===== src/wdr_pkg.sv =====
// Constants, types and timing figures for the watchdog and reset delay timer.
// Contract
// - Watchdog counts its own free-running oscillator ticks.
// - Time-out resets device, or wakes it from sleep.
// - Watchdog reset clears the time-out flag.
// - Enable fuse at zero disables watchdog permanently.
// - Long delay after power-on; crystal modes always.
// - RC modes: short delay after non-power-on resets.
// - Processor held in reset while delay counts.
// - Watchdog time-out also starts the delay timer.
package wdr_pkg;

    // Clock period and the two documented delays, in nanoseconds.
    localparam int CLK_PERIOD_NS = 5;
    localparam int HOLD_LONG_NS = 18000000;
    localparam int HOLD_SHORT_NS = 300000;

    // Delays are least times, so the cycle counts round up.
    localparam int HOLD_LONG_CYC = (HOLD_LONG_NS + CLK_PERIOD_NS - 1) / CLK_PERIOD_NS;
    localparam int HOLD_SHORT_CYC = (HOLD_SHORT_NS + CLK_PERIOD_NS - 1) / CLK_PERIOD_NS;

    // Counter widths; the long delay needs 22 bits.
    localparam int HOLD_CNT_W = 22;
    localparam int WDOG_CNT_W = 16;

    // Default watchdog period in watchdog oscillator ticks.
    localparam int WDOG_PERIOD_TICKS_DEF = 1024;

    // Reset values of the control state.
    localparam logic HOLD_LONG_RST = 1'b1;
    localparam logic TIMEOUT_FLAG_RST = 1'b1;
    localparam logic [HOLD_CNT_W-1:0] HOLD_CNT_RST = 22'h000000;
    localparam logic [WDOG_CNT_W-1:0] WDOG_CNT_RST = 16'h0000;

    // Oscillator configuration encodings.
    typedef enum logic [1:0] {
        WDR_LOW_POWER_CRYSTAL_MODE = 2'b00,
        WDR_CRYSTAL_OSC_MODE = 2'b01,
        WDR_INTERNAL_RC_OSC_MODE = 2'b10,
        WDR_EXTERNAL_RC_OSC_MODE = 2'b11
    } wdr_osc_mode_t;

    // Top-level state: processor held in reset or running.
    typedef enum logic {
        WDR_ST_DELAY = 1'b0,
        WDR_ST_RUN = 1'b1
    } wdr_state_t;

endpackage


===== src/wdr_sync.sv =====
// Two-stage synchroniser with rising-edge pulse for the watchdog oscillator.
`timescale 1ns/10ps
module wdr_sync (
    input wire logic clk_i,
    input wire logic rst_i,
    input wire logic ce_i,
    input wire logic async_i,
    output logic rise_o
);

    logic meta_reg;
    logic sync_reg;
    logic last_reg;
    logic meta_next;
    logic sync_next;
    logic last_next;

    // The first stage feeds only the second; edges are taken from later stages.
    always_comb begin
        meta_next = meta_reg;
        sync_next = sync_reg;
        last_next = last_reg;
        if (ce_i) begin
            meta_next = async_i;
            sync_next = meta_reg;
            last_next = sync_reg;
        end
    end

    // Registers only.
    always_ff @(posedge clk_i) begin
        if (rst_i) begin
            meta_reg <= 1'b0;
            sync_reg <= 1'b0;
            last_reg <= 1'b0;
        end else begin
            meta_reg <= meta_next;
            sync_reg <= sync_next;
            last_reg <= last_next;
        end
    end

    // One pulse per rising edge of the slow oscillator.
    assign rise_o = ce_i & sync_reg & ~last_reg;

endmodule


===== src/wdr_watchdog_reset.sv =====
// Watchdog timer and reset delay timer that hold the processor in reset.
`timescale 1ns/10ps
module wdr_watchdog_reset #(
    parameter logic [wdr_pkg::HOLD_CNT_W-1:0] HOLD_LONG_CYCLES = wdr_pkg::HOLD_CNT_W'(wdr_pkg::HOLD_LONG_CYC),
    parameter logic [wdr_pkg::HOLD_CNT_W-1:0] HOLD_SHORT_CYCLES = wdr_pkg::HOLD_CNT_W'(wdr_pkg::HOLD_SHORT_CYC),
    parameter logic [wdr_pkg::WDOG_CNT_W-1:0] WDOG_PERIOD_TICKS = wdr_pkg::WDOG_CNT_W'(wdr_pkg::WDOG_PERIOD_TICKS_DEF)
) (
    input wire logic clk_i,
    input wire logic rst_i,
    input wire logic ce_i,
    input wire logic watchdog_osc_i,
    input wire logic watchdog_enable_fuse_i,
    input wire logic [1:0] osc_mode_i,
    input wire logic ext_reset_i,
    input wire logic sleep_i,
    input wire logic watchdog_clear_i,
    input wire logic timeout_flag_set_i,
    output logic core_reset_o,
    output logic device_reset_o,
    output logic wake_reset_o,
    output logic timeout_flag_o
);

    wdr_pkg::wdr_state_t state_reg;
    wdr_pkg::wdr_state_t state_next;
    logic [wdr_pkg::HOLD_CNT_W-1:0] hold_cnt_reg;
    logic [wdr_pkg::HOLD_CNT_W-1:0] hold_cnt_next;
    logic [wdr_pkg::WDOG_CNT_W-1:0] wdog_cnt_reg;
    logic [wdr_pkg::WDOG_CNT_W-1:0] wdog_cnt_next;
    logic hold_long_reg;
    logic hold_long_next;
    logic timeout_flag_reg;
    logic timeout_flag_next;
    logic device_reset_reg;
    logic device_reset_next;
    logic wake_reset_reg;
    logic wake_reset_next;
    logic wdog_tick;
    logic wdog_timeout;
    logic hold_done;
    logic crystal_mode;

    // The watchdog oscillator is a pin from its own free-running source.
    wdr_sync u_wdog_sync (
        .clk_i(clk_i),
        .rst_i(rst_i),
        .ce_i(ce_i),
        .async_i(watchdog_osc_i),
        .rise_o(wdog_tick)
    );

    // Crystal modes keep the long delay after every reset.
    assign crystal_mode = (osc_mode_i == wdr_pkg::WDR_CRYSTAL_OSC_MODE) ||
                          (osc_mode_i == wdr_pkg::WDR_LOW_POWER_CRYSTAL_MODE);

    // Time-out needs the fuse; a blown fuse has no runtime override.
    assign wdog_timeout = ce_i && (state_reg == wdr_pkg::WDR_ST_RUN) && watchdog_enable_fuse_i && wdog_tick &&
                          !watchdog_clear_i && (wdog_cnt_reg == WDOG_PERIOD_TICKS - 16'h0001);

    // The delay ends on the last cycle of the selected length.
    assign hold_done = (hold_cnt_reg == ((hold_long_reg ? HOLD_LONG_CYCLES : HOLD_SHORT_CYCLES) - 22'h000001));

    // Watchdog counter: ticks keep arriving during sleep since they do not use the core clock.
    always_comb begin
        wdog_cnt_next = wdog_cnt_reg;
        if (ce_i) begin
            if (state_reg != wdr_pkg::WDR_ST_RUN || !watchdog_enable_fuse_i || watchdog_clear_i || wdog_timeout) begin
                wdog_cnt_next = wdr_pkg::WDOG_CNT_RST;
            end else if (wdog_tick) begin
                wdog_cnt_next = wdog_cnt_reg + 16'h0001;
            end
        end
    end

    always_ff @(posedge clk_i) begin
        if (rst_i) begin
            wdog_cnt_reg <= wdr_pkg::WDOG_CNT_RST;
        end else begin
            wdog_cnt_reg <= wdog_cnt_next;
        end
    end

    // Reset sequencer: a reset request restarts the delay even if one is already running.
    always_comb begin
        state_next = state_reg;
        hold_cnt_next = hold_cnt_reg;
        hold_long_next = hold_long_reg;
        device_reset_next = 1'b0;
        wake_reset_next = 1'b0;
        if (ce_i) begin
            if (ext_reset_i || wdog_timeout) begin
                state_next = wdr_pkg::WDR_ST_DELAY;
                hold_cnt_next = wdr_pkg::HOLD_CNT_RST;
                hold_long_next = crystal_mode;
                device_reset_next = ext_reset_i || !sleep_i;
                wake_reset_next = wdog_timeout && sleep_i && !ext_reset_i;
            end else begin
                case (state_reg)
                    wdr_pkg::WDR_ST_DELAY: begin
                        if (hold_done) begin
                            state_next = wdr_pkg::WDR_ST_RUN;
                        end else begin
                            hold_cnt_next = hold_cnt_reg + 22'h000001;
                        end
                    end
                    wdr_pkg::WDR_ST_RUN: begin
                        state_next = wdr_pkg::WDR_ST_RUN;
                    end
                    default: begin
                        state_next = wdr_pkg::WDR_ST_DELAY;
                    end
                endcase
            end
        end
    end

    // Reset is the power-on event, so it always arms the long delay.
    always_ff @(posedge clk_i) begin
        if (rst_i) begin
            state_reg <= wdr_pkg::WDR_ST_DELAY;
            hold_cnt_reg <= wdr_pkg::HOLD_CNT_RST;
            hold_long_reg <= wdr_pkg::HOLD_LONG_RST;
            device_reset_reg <= 1'b0;
            wake_reset_reg <= 1'b0;
        end else begin
            state_reg <= state_next;
            hold_cnt_reg <= hold_cnt_next;
            hold_long_reg <= hold_long_next;
            device_reset_reg <= device_reset_next;
            wake_reset_reg <= wake_reset_next;
        end
    end

    // Time-out flag: the time-out clear wins over a software set in the same cycle.
    always_comb begin
        timeout_flag_next = timeout_flag_reg;
        if (ce_i) begin
            if (wdog_timeout) begin
                timeout_flag_next = 1'b0;
            end else if (timeout_flag_set_i) begin
                timeout_flag_next = 1'b1;
            end
        end
    end

    always_ff @(posedge clk_i) begin
        if (rst_i) begin
            timeout_flag_reg <= wdr_pkg::TIMEOUT_FLAG_RST;
        end else begin
            timeout_flag_reg <= timeout_flag_next;
        end
    end

    // Outputs straight from registers.
    assign core_reset_o = (state_reg == wdr_pkg::WDR_ST_DELAY);
    assign device_reset_o = device_reset_reg;
    assign wake_reset_o = wake_reset_reg;
    assign timeout_flag_o = timeout_flag_reg;
endmodule


===== config.mk =====
export PLATFORM = sky130hd
export DESIGN_NAME = wdr_watchdog_reset
export DESIGN_NICKNAME = d
export VERILOG_FILES = /design/src/wdr_pkg.sv /design/src/wdr_sync.sv /design/src/wdr_watchdog_reset.sv
export SDC_FILE = /design/constraint.sdc
export NUM_CORES = 1
export LEC_CHECK = 0
export ABC_AREA = 1
export BUFFER_PORTS_ARGS = -buffer_cell sky130_fd_sc_hd__buf_2
export CELL_PAD_IN_SITES_DETAIL_PLACEMENT = 1
export CELL_PAD_IN_SITES_GLOBAL_PLACEMENT = 2
export CORE_MARGIN = 5
export CORE_UTILIZATION = 29
export DETAILED_ROUTE_END_ITERATION = 6
export PLACE_DENSITY_LB_ADDON = 0.1
export SYNTH_ARGS = -nofsm -noshare
export SYNTH_HDL_FRONTEND = slang
export SYNTH_SLANG_ARGS = --single-unit

===== constraint.sdc =====
create_clock -name clk_i -period 4.6 [get_ports clk_i]
set_input_delay 0.23 -clock clk_i [delete_from_list [all_inputs] [get_ports clk_i]]
set_output_delay 0.23 -clock clk_i [all_outputs]
set_load 0.03 [all_outputs]

==> results of run 1 <==
[cells by family (layout without fill, tap and decap cells)]
group | count (synthesis) | after routing
AO/OA/AOI/OAI | 42 | 42
XOR/XNOR | 13 | 13
adder cells (fa/ha/maj) | 2 | 2
buffers and inverters | 65 | 75
flip-flops | 46 | 46
AND/OR/NAND/NOR | 271 | 271
[placed cells by master (no fill, tap or decap), types with 7 or more instances in the layout]
| cell | count |
|---|---|
| nand4_1 | 9 |
| o21ai_0 | 7 |
| xor2_1 | 13 |
| nor3_1 | 9 |
| dfxtp_1 | 46 |
| nand2_1 | 104 |
| nor2_1 | 83 |
| nand2_2 | 11 |
| nand3_1 | 35 |
| buf_2 | 13 |
| a21oi_1 | 15 |
| a21oi_2 | 12 |
| inv_1 | 52 |
[worst register-to-register path: stages, from the launching register on]
cell and delay [ns]:
dfxtp_1 0.40, ha_1 0.22, nand3_1 0.16, nor2_4 0.21, nand3_4 0.14, nand2_1 0.11
nand2_1 0.05, nand2_1 0.36, inv_1 0.20, o21ai_0 0.12, nor2_1 0.05
[per-layer routing]
layer / up-vias / share of wire (%)
li1: 1404 / -
met1: 1288 / 47
met2: 18 / 50
met3: 8 / 1.5
met4: 0 / 1.4
met5: - / 0
[worst paths after layout]
path	slack, ns	cells after the start	endpoint	start
worst max register to register	2.47	10	wdog_cnt_reg[11]	wdog_cnt_reg[0]
worst min-delay path	0.11	2	hold_long_reg	osc_mode_i[1]
worst min register to register	0.47	2	u_wdog_sync.last_reg	u_wdog_sync.last_reg
worst max-delay path	2.47	10	wdog_cnt_reg[11]	wdog_cnt_reg[0]
[area by class of cell]
class                      count  area [µm²]
multi-input combinational    328        1670
tap                          133         166
inverter                      54         203
clock inverter                 3        43.8
clock buffer                   5        68.8
sequential                    46         921
fill                        1295        6590
timing repair buffer          13        65.1
[through the flow]
step	util (%)	setup slack [ns]	cell area, µm²	instances	total power, mW
final	32.2	2.47	3140	582	0.801
after global routing	32.2	2.21	3140	582	0.842
after CTS	32.2	2.42	3140	582	0.818
after detailed placement	31.1	2.36	3020	574	0.492
after global placement	31.1	2.36	3020	574	0.490
after floorplan	-	3.00	2880	439	0.476
[power groups by stage]
| stage | Clock (mW) | Combinational [mW] | Sequential (mW) |
|---|---|---|---|
| after CTS | 0.336 | 0.0721 | 0.410 |
| after floorplan | 0 | 0.0579 | 0.418 |
| after global placement | 0 | 0.0709 | 0.419 |
| after detailed placement | 0 | 0.0721 | 0.420 |
| final | 0.321 | 0.0698 | 0.410 |
| after global routing | 0.351 | 0.0796 | 0.411 |
==> results_dict.tcl, run 1 <==
set metrics [dict create \
    total_switching_power_uw 216 \
    routabilityCongestion 0.764 \
    cts_repair_resize_count 0 \
    area_fraction_in_compound_gates_after_synthesis_pct 9.17 \
    clock_tree_root_driver_cell "clkbuf_8" \
    post_cts_hold_buffer_count 0 \
    timing.critical_path.required_ns 4.80 \
    post_drt_via_cell_ratio 4.67 \
    timing.max_cap.violations 0 \
    crit_path_top_delay_cell "dfxtp_1" \
    clk_path_buf_depth 2 \
    synth_top_family_by_area "simple AND/OR/NAND/NOR gates" \
    hold_violations_final 0 \
    async_reset_ff_share_pct 0 \
    detailedPlacementHpwl_um 6040 \
    crit_path_cell_trace "ha_1 > nand3_1 > nor2_4 > nand3_4 > nand2_1 > nand2_1 > nand2_1 > inv_1 > o21ai_0 > nor2_1" \
    cts_sinks 46 \
    holdCritPathClass "primary input to flip-flop" \
    setup_viol 0 \
    yosys-top-cells-area "dfxtp_1, nand2_1, nor2_1, inv_1, nand3_1" \
    top_usage_layer "met2" \
    yosys.cell_count.top_type "nand2_1" \
    cell_internal_pwr_uw 585 \
    number_of_flops_mapped_to_enable_cells_by_yosys 0 \
    crit_path_start_kind "flip-flop" \
    flow.area_growth_from_synthesis_pct 8.86 \
    vdd_drop_max_mv 0.129 \
    design.core.area_um2 9730 \
    clkPwrFrac_pct 40.1 \
    vias 2718 \
    worstSkewPairLatency_ns 0.31 \
    route.antenna.remaining_nets 0 \
    drt_drc_violations_left 0 \
    p_seq_share_pct 51.2 \
    synth.cells.most_frequent "nand2_1, nor2_1, inv_1" \
    synth.net_count 452 \
    leakagePower_nw 1.16 \
    timing.critical_path.buf_inv 1 \
    maxSlewViolCount 0 \
    post-cts-setup-buffer-count 0 \
    setup.worst_path.class "flip-flop to flip-flop" \
    period_needed_ns 2.13 \
    power.share.combinational_pct 8.7 \
    timing.clock.skew_ns 0.0114 \
    post_synth_mux_area_share_pct 0 \
    grt_first_pass_wirelength_um 13700 \
    fp.dieArea_um2 12000 \
    ys.flop_type "dfxtp_1" \
    setup_repair_after_global_routing_missed_its_margin "false" \
    synthDominantCellAreaShare_pct 32.0 \
    synth_area_um2 2880 \
    post_synthesis_cell_count 439 \
    powerDensity_nw_per_um2 256 \
    avgSynthCellArea_um2 6.56 \
    synth.yosys.seq_area_share_pct 32.0 \
    final_layout_size_suffix_gt1_share_pct 12.9 \
    grt-ovfl-total 0 \
    global_route.usage.met3_pct 2.00 \
    timing.fmax_mhz 470 \
    groute.usage.overall_pct 14.4 \
    finish.net_count 461 \
    status "complete, no violations" \
    synth_simple_gate_area_share_pct 43.9 \
    worst_slew_margin_rel_pct 61.9 \
    post_synthesis_share_of_cell_area_spent_on_xor_and_xnor_gates_pct 3.95 \
    worst_setup_hold_path_clk_slew_ns 0.10 \
    dieHeight_um 110 \
    grt_start_max_net_pins 27 \
    finalSetupTns_ns 0 \
    cts-htree-levels 2 \
    finalWirelength_um 7970 \
    fin_hold_ws_ns 0.105 \
    cts_inserted_buffers 5 \
    cp_data_arrival_time_ns 2.33 \
    cpPeakStageDelay_ns 0.40 \
    initial_core_util_pct 29.6 \
    synth_adder_area_share_pct 0.869 \
    diodes 0 \
    synth_largest_area_cell "dfxtp_1" \
    wl_per_cell_um 13.7 \
    timing.critical_path.mode_cell "nand2_1" \
    synth-warning-count 0 \
    first_global_vias 2804 \
    largest_register_ffs 22 \
    power_switching_share_pct 27.0 \
    gr-usage-met1_pct 17.6 \
    drt_pass1_iterations 4 \
    ys_seq_elements 46 \
    placementRows 36 \
    cp-end-kind "flip-flop" \
    final_cycle_utilization_of_the_critical_path_pct 46.3 \
    placement.io_buffers 13 \
    drt-initial-drc-count 67 \
    slew_of_the_pin_with_the_lowest_slew_margin_ns 0.567 \
    netlist-cell-type-count 36 \
    critical-path-top-delay-family "simple AND/OR/NAND/NOR gates" \
    worstPathMaxFanout 11 \
    met2_usage_pct 26.5 \
    tritoncts "done" \
    num_io_pins 15 \
    floorplan.die.width_um 110 \
    initial_antenna_violation_count 0 \
]
Note: power is estimated with default switching activity, not from simulation.
==> inputs of run 2 (changes only) <==
- clock period: 4.6 -> 2.15 ns (I/O delays scaled with it)
==> run 2 against run 1 <==
  * Power grew 98%
  * Core utilization is 0.62 points higher
  * Cell count increased by 1.9%
  * Wire length increased by 1.4%
  * Die area is the same
  * Flip-flop and latch count did not move
  * Global-route usage increased by 0.28 points
==> results_dict.tcl, run 2 (same netlist as run 1, synthesis figures left out) <==
set metrics [dict create \
    status "complete, no violations" \
    cp_data_arrival_time_ns 2.06 \
    hold_violations_final 0 \
    crit_path_start_kind "flip-flop" \
    worst_setup_hold_path_clk_slew_ns 0.09 \
    detailed_place.area_um2 3110 \
    cts-htree-levels 2 \
    holdCritPathClass "primary input to flip-flop" \
    clock_tree_root_driver_cell "clkbuf_8" \
    setup.worst_path.class "flip-flop to flip-flop" \
    worstPathMaxFanout 26 \
    vias 2733 \
    timing.max_cap.violations 0 \
    tritoncts "done" \
    num_io_pins 15 \
    cts_sinks 46 \
    timing.fmax_mhz 537 \
    cp-end-kind "flip-flop" \
    worst_slew_margin_rel_pct 66.9 \
    wl_per_cell_um 13.6 \
    timing.clock.skew_ns 0.00370 \
    diodes 0 \
    drt-initial-drc-count 72 \
    timing.critical_path.required_ns 2.35 \
    routabilityCongestion 0.783 \
    cts_repair_resize_count 0 \
    route.antenna.remaining_nets 0 \
    post_route_cell_area_um2 3200 \
    finalWirelength_um 8080 \
    first_global_vias 2820 \
    period_needed_ns 1.86 \
    clk_path_buf_depth 2 \
    design.core.area_um2 9730 \
    cts_inserted_buffers 5 \
    dieHeight_um 110 \
    placement.io_buffers 13 \
    floorplan.die.width_um 110 \
    powerDensity_nw_per_um2 497 \
    filler_cells 1290 \
    final_common_cell "nand2_1" \
    finish.net_count 473 \
    flow.area_growth_from_synthesis_pct 10.9 \
    grt-ovfl-total 0 \
    initial_antenna_violation_count 0 \
    setup_repair_after_global_routing_missed_its_margin "false" \
    groute.usage.overall_pct 14.7 \
    post_drt_via_cell_ratio 4.61 \
    setup_viol 0 \
    drt_drc_violations_left 0 \
    placementRows 36 \
    grt_start_max_net_pins 27 \
    largest_register_ffs 22 \
    drt_pass1_iterations 4 \
    leakagePower_nw 1.20 \
    maxSlewViolCount 0 \
    fp.dieArea_um2 12000 \
    grt_first_pass_wirelength_um 14000 \
    slew_of_the_pin_with_the_lowest_slew_margin_ns 0.492 \
    final_layout_size_suffix_gt1_share_pct 14.6 \
    final_cycle_utilization_of_the_critical_path_pct 86.5 \
    mostFrequentLayoutCells "nand2_1, nor2_1, inv_1, dfxtp_1, nand3_1" \
    initial_core_util_pct 29.6 \
    worstSkewPairLatency_ns 0.30 \
    detailedPlacementHpwl_um 6160 \
    finalSetupTns_ns 0 \
    vdd_drop_max_mv 0.238 \
]
[run 2: cell count changes in the layout (fill, tap and decap cells not counted)]
cell,before,now
buf_4,0,11
bufinv_16,1,0
clkbuf_1,0,1
clkinv_2,1,0
clkinvlp_4,0,1
dlygate4sd3_1,0,1
inv_6,1,0
[run 2: report_power, final]
| part | leakage (nW) | internal, mW | switching, mW | total (mW) |
|---|---|---|---|---|
| clock network | 0.0373 | 0.224 | 0.323 | 0.548 |
| logic | 0.789 | 0.0499 | 0.113 | 0.163 |
| registers | 0.372 | 0.864 | 0.0131 | 0.877 |
| total | 1.20 | 1.14 | 0.450 | 1.59 |
[run 2: cell type report]
| cell class | instances | area [µm²] | share of cell area, % |
|---|---|---|---|
| repair buffers | 25 | 158 | 4.93 |
| flip-flops and latches | 46 | 921 | 28.8 |
| clock buffers | 6 | 72.6 | 2.27 |
| inverters | 54 | 203 | 6.34 |
| multi-input cells | 328 | 1670 | 52.2 |
| well taps | 133 | 166 | 5.21 |
| clock inverters | 1 | 7.51 | 0.235 |
[run 2: per-layer routing]
layer	routed length, µm	global-route usage, %	vias to the layer above
met1	3820	17.9	1284
met4	91	3.47	0
met2	4050	27.1	14
met3	121	2.17	7
li1	-	-	1428
met5	0	0	-
[run 2: final timing paths]
kind                         from              endpoint  slack (ns)  cells after the start
hold reg to reg   hold_cnt_reg[1]       hold_cnt_reg[1]        0.48                      2
setup / recovery  wdog_cnt_reg[0]       hold_cnt_reg[4]        0.29                     10
setup reg to reg  wdog_cnt_reg[0]       hold_cnt_reg[4]        0.29                     10
hold / removal     watchdog_osc_i  u_wdog_sync.meta_reg        0.03                      3
[run 2: repair_timing]
item	4_1_cts	5_1_grt
hold buffers	1	0
hold endpoints to repair	1	0
setup buffers	0	0
[run 2: worst max-delay path, stage by stage (launching register included)]
cell and delay, ns:
dfxtp_1 0.38, ha_1 0.20, nand3_1 0.15, nor2_4 0.20, nand3_4 0.14, nand2_8 0.14
nand2_8 0.07, nand2_8 0.20, inv_1 0.11, nor2_1 0.10, nor2_1 0.05
[run 2: per-stage QoR]
step                      hold WS [ns]  power (mW)  setup WS (ns)  std cells  utilization, %
after floorplan                  0.222        1.02          0.550        439               -
after global placement           0.310        1.06          0.271        585            31.9
after detailed placement         0.320        1.06          0.273        585            31.9
after CTS                       0.0168        1.63          0.253        593            32.8
after global routing            0.0283        1.67         0.0830        593            32.8
final                           0.0282        1.59          0.290        593            32.8
==> inputs of run 3 (changes only) <==
- SYNTH_HIERARCHICAL: default -> 1
==> run 3 against run 2 <==
  * Combinational power is 7% lower
  * Cell area is 6.5% lower
  * Non-clock buffer count is 1 lower
  * Largest power group unchanged
  * Critical path type unchanged
==> results_dict.tcl, run 3 <==
set metrics [dict create \
    status "complete, no violations" \
    synth.net_count 428 \
    drt_drc_violations_left 0 \
    post_route_cell_area_um2 2990 \
    fp.dieArea_um2 11200 \
    wl_per_cell_um 13.8 \
    flow.area_growth_from_synthesis_pct 12.5 \
    period_needed_ns 1.83 \
    floorplan.die.width_um 106 \
    fin_hold_ws_ns 0.0137 \
    leakagePower_nw 1.13 \
    timing.clock.skew_ns 0.0103 \
    multi_input_comb_area_um2 1520 \
    tritoncts "done" \
    crit_path_end "hold_cnt_reg[17]" \
    clock_tree_root_driver_cell "clkbuf_8" \
    clkPwrFrac_pct 39.4 \
    final_layout_size_suffix_gt1_share_pct 11.4 \
    post-cts-setup-buffer-count 0 \
    routabilityCongestion 0.748 \
    number_of_flops_mapped_to_enable_cells_by_yosys 0 \
    cell_internal_pwr_mw 1.26 \
    detailedPlacementHpwl_um 5760 \
    filler_cells 1189 \
    detailroute.wirelength.met2_um 3920 \
    crit_path_start_kind "flip-flop" \
    drt-initial-drc-count 41 \
    area_taken_by_flip_flops_and_latches_um2 921 \
    cts_sinks 46 \
    diodes 0 \
    worst-r2r-setup-slack_ns 0.32 \
    power.share.combinational_pct 8.9 \
    ys_seq_elements 46 \
    dieHeight_um 106 \
    grt-ovfl-total 0 \
    timing.critical_path.required_ns 2.35 \
    timing.max_cap.violations 0 \
    cts-htree-levels 2 \
    slew_of_the_pin_with_the_lowest_slew_margin_ns 0.459 \
    setup_viol 0 \
    finish.net_count 449 \
    met1Wirelength_um 3430 \
    grt_first_pass_wirelength_um 12900 \
    maxSlewViolCount 0 \
    worstSkewPairLatency_ns 0.31 \
    avgSynthCellArea_um2 6.39 \
    route.antenna.remaining_nets 0 \
    cts_repair_resize_count 0 \
    post_layout_util_pct 32.9 \
    cp-end-kind "flip-flop" \
    synthDominantCellAreaShare_pct 34.7 \
    regToRegEndpoint "hold_cnt_reg[17]" \
    powerDensity_nw_per_um2 572 \
    met3_wirelength_um 105 \
    design.core.area_um2 9060 \
    largest_register_ffs 22 \
    finalWirelength_um 7570 \
    mostFrequentLayoutCells "nand2_1, nor2_1, dfxtp_1, nand3_1, inv_1" \
    post_drt_via_cell_ratio 4.69 \
    top_layer "met4" \
    setup.worst_path.class "flip-flop to flip-flop" \
    vias 2571 \
    synth_area_um2 2650 \
    placementRows 35 \
    yosys.cell_count.top_type "nand2_1" \
    grt_start_max_net_pins 21 \
    drt_pass1_iterations 4 \
    placement.io_buffers 13 \
    totalPowerFinal_mw 1.71 \
    total_switching_power_uw 444 \
    rr_startpoint "wdog_cnt_reg[0]" \
    initial_core_util_pct 29.3 \
    final_cycle_utilization_of_the_critical_path_pct 85.1 \
    cp_data_arrival_time_ns 2.03 \
    setup.worst_path.start "wdog_cnt_reg[0]" \
    setup_repair_after_global_routing_missed_its_margin "false" \
    cts_inserted_buffers 5 \
    async_reset_ff_share_pct 0 \
    first_global_vias 2703 \
    detailed_place.area_um2 2860 \
    synth.cells.most_frequent "nand2_1, nor2_1, dfxtp_1" \
    worstPathMaxFanout 19 \
    final_critical_path_setup_slack_ns 0.321 \
    clk_path_buf_depth 2 \
    worst_slew_margin_rel_pct 69.4 \
    final_common_cell "nand2_1" \
    initial_antenna_violation_count 0 \
    r2r_cells 11 \
    holdCritPathClass "primary input to flip-flop" \
    groute.usage.overall_pct 14.2 \
    p_seq_share_pct 51.7 \
    worst_setup_hold_path_clk_slew_ns 0.10 \
    power_switching_share_pct 26.0 \
    ys.flop_type "dfxtp_1" \
    synth-warning-count 6 \
    post_synthesis_cell_count 415 \
    synth_largest_area_cell "dfxtp_1" \
    netlist-cell-type-count 34 \
    layoutNonFillerInstCount 548 \
    finalSetupTns_ns 0 \
    num_io_pins 15 \
    vdd_drop_max_mv 0.277 \
    synth.yosys.seq_area_share_pct 34.7 \
    timing.fmax_mhz 547 \
    detailedPlace.worstSlack_ns 0.302 \
    hold_violations_final 0 \
    dp_cells 538 \
    yosys-top-cells-area "dfxtp_1, nand2_1, nor2_1, nand3_1, inv_1" \
]
[run 3: kinds of logic after synthesis]
group	Yosys count	synth area share [%]
xor+xnor	15	4.95
simple gates	261	42.7
buf+inv	48	7.97
fa+ha+maj	2	0.943
compound gates	43	8.72
flops	46	34.7
[run 3: how the worst min path moves through the flow]
stage	to	cells past startpoint	start
5_1_grt	u_wdog_sync/meta_reg	3	watchdog_osc_i
4_1_cts	u_wdog_sync/meta_reg	3	watchdog_osc_i
3_3_place_gp	hold_long_reg	2	osc_mode_i[1]
6_report	u_wdog_sync/meta_reg	3	watchdog_osc_i
3_5_place_dp	hold_long_reg	2	osc_mode_i[1]
2_1_floorplan	u_wdog_sync/last_reg	1	rst_i
[run 3: layout make-up]
cell class	instances	area share, %
tap	111	4.65
sequential	46	30.8
clock buffer	6	2.43
inverter	38	4.78
clock inverter	2	1.26
timing repair buffer	24	5.11
multi-input combinational	321	50.9
[run 3: power by group through the flow]
stage	Clock [mW]	Sequential (mW)	Combinational (mW)
2_1_floorplan	0	0.899	0.105
3_3_place_gp	0	0.901	0.152
3_5_place_dp	0	0.902	0.154
4_1_cts	0.708	0.883	0.157
5_1_grt	0.740	0.885	0.173
6_report	0.673	0.882	0.152
[run 3: metal layers]
layer,vias up,track usage [%]
met5,-,0
met3,9,2.20
li1,1355,-
met1,1190,16.5
met2,17,26.9
met4,0,3.98
[run 3: repair_timing]
item | CTS | global route
hold endpoints to repair | 2 | 0
hold buffers | 2 | 0
setup endpoints to repair | 0 | 0
[run 3: critical path, stage by stage (launching register included)]
cell     delay (ns)
dfxtp_1        0.38
ha_1           0.19
nand3_1        0.14
nor2_4         0.19
nand3_2        0.11
nand2_2        0.10
buf_4          0.26
inv_1          0.12
nand2_1        0.08
nand2_1        0.05
nand2_1        0.06
nor2_1         0.05
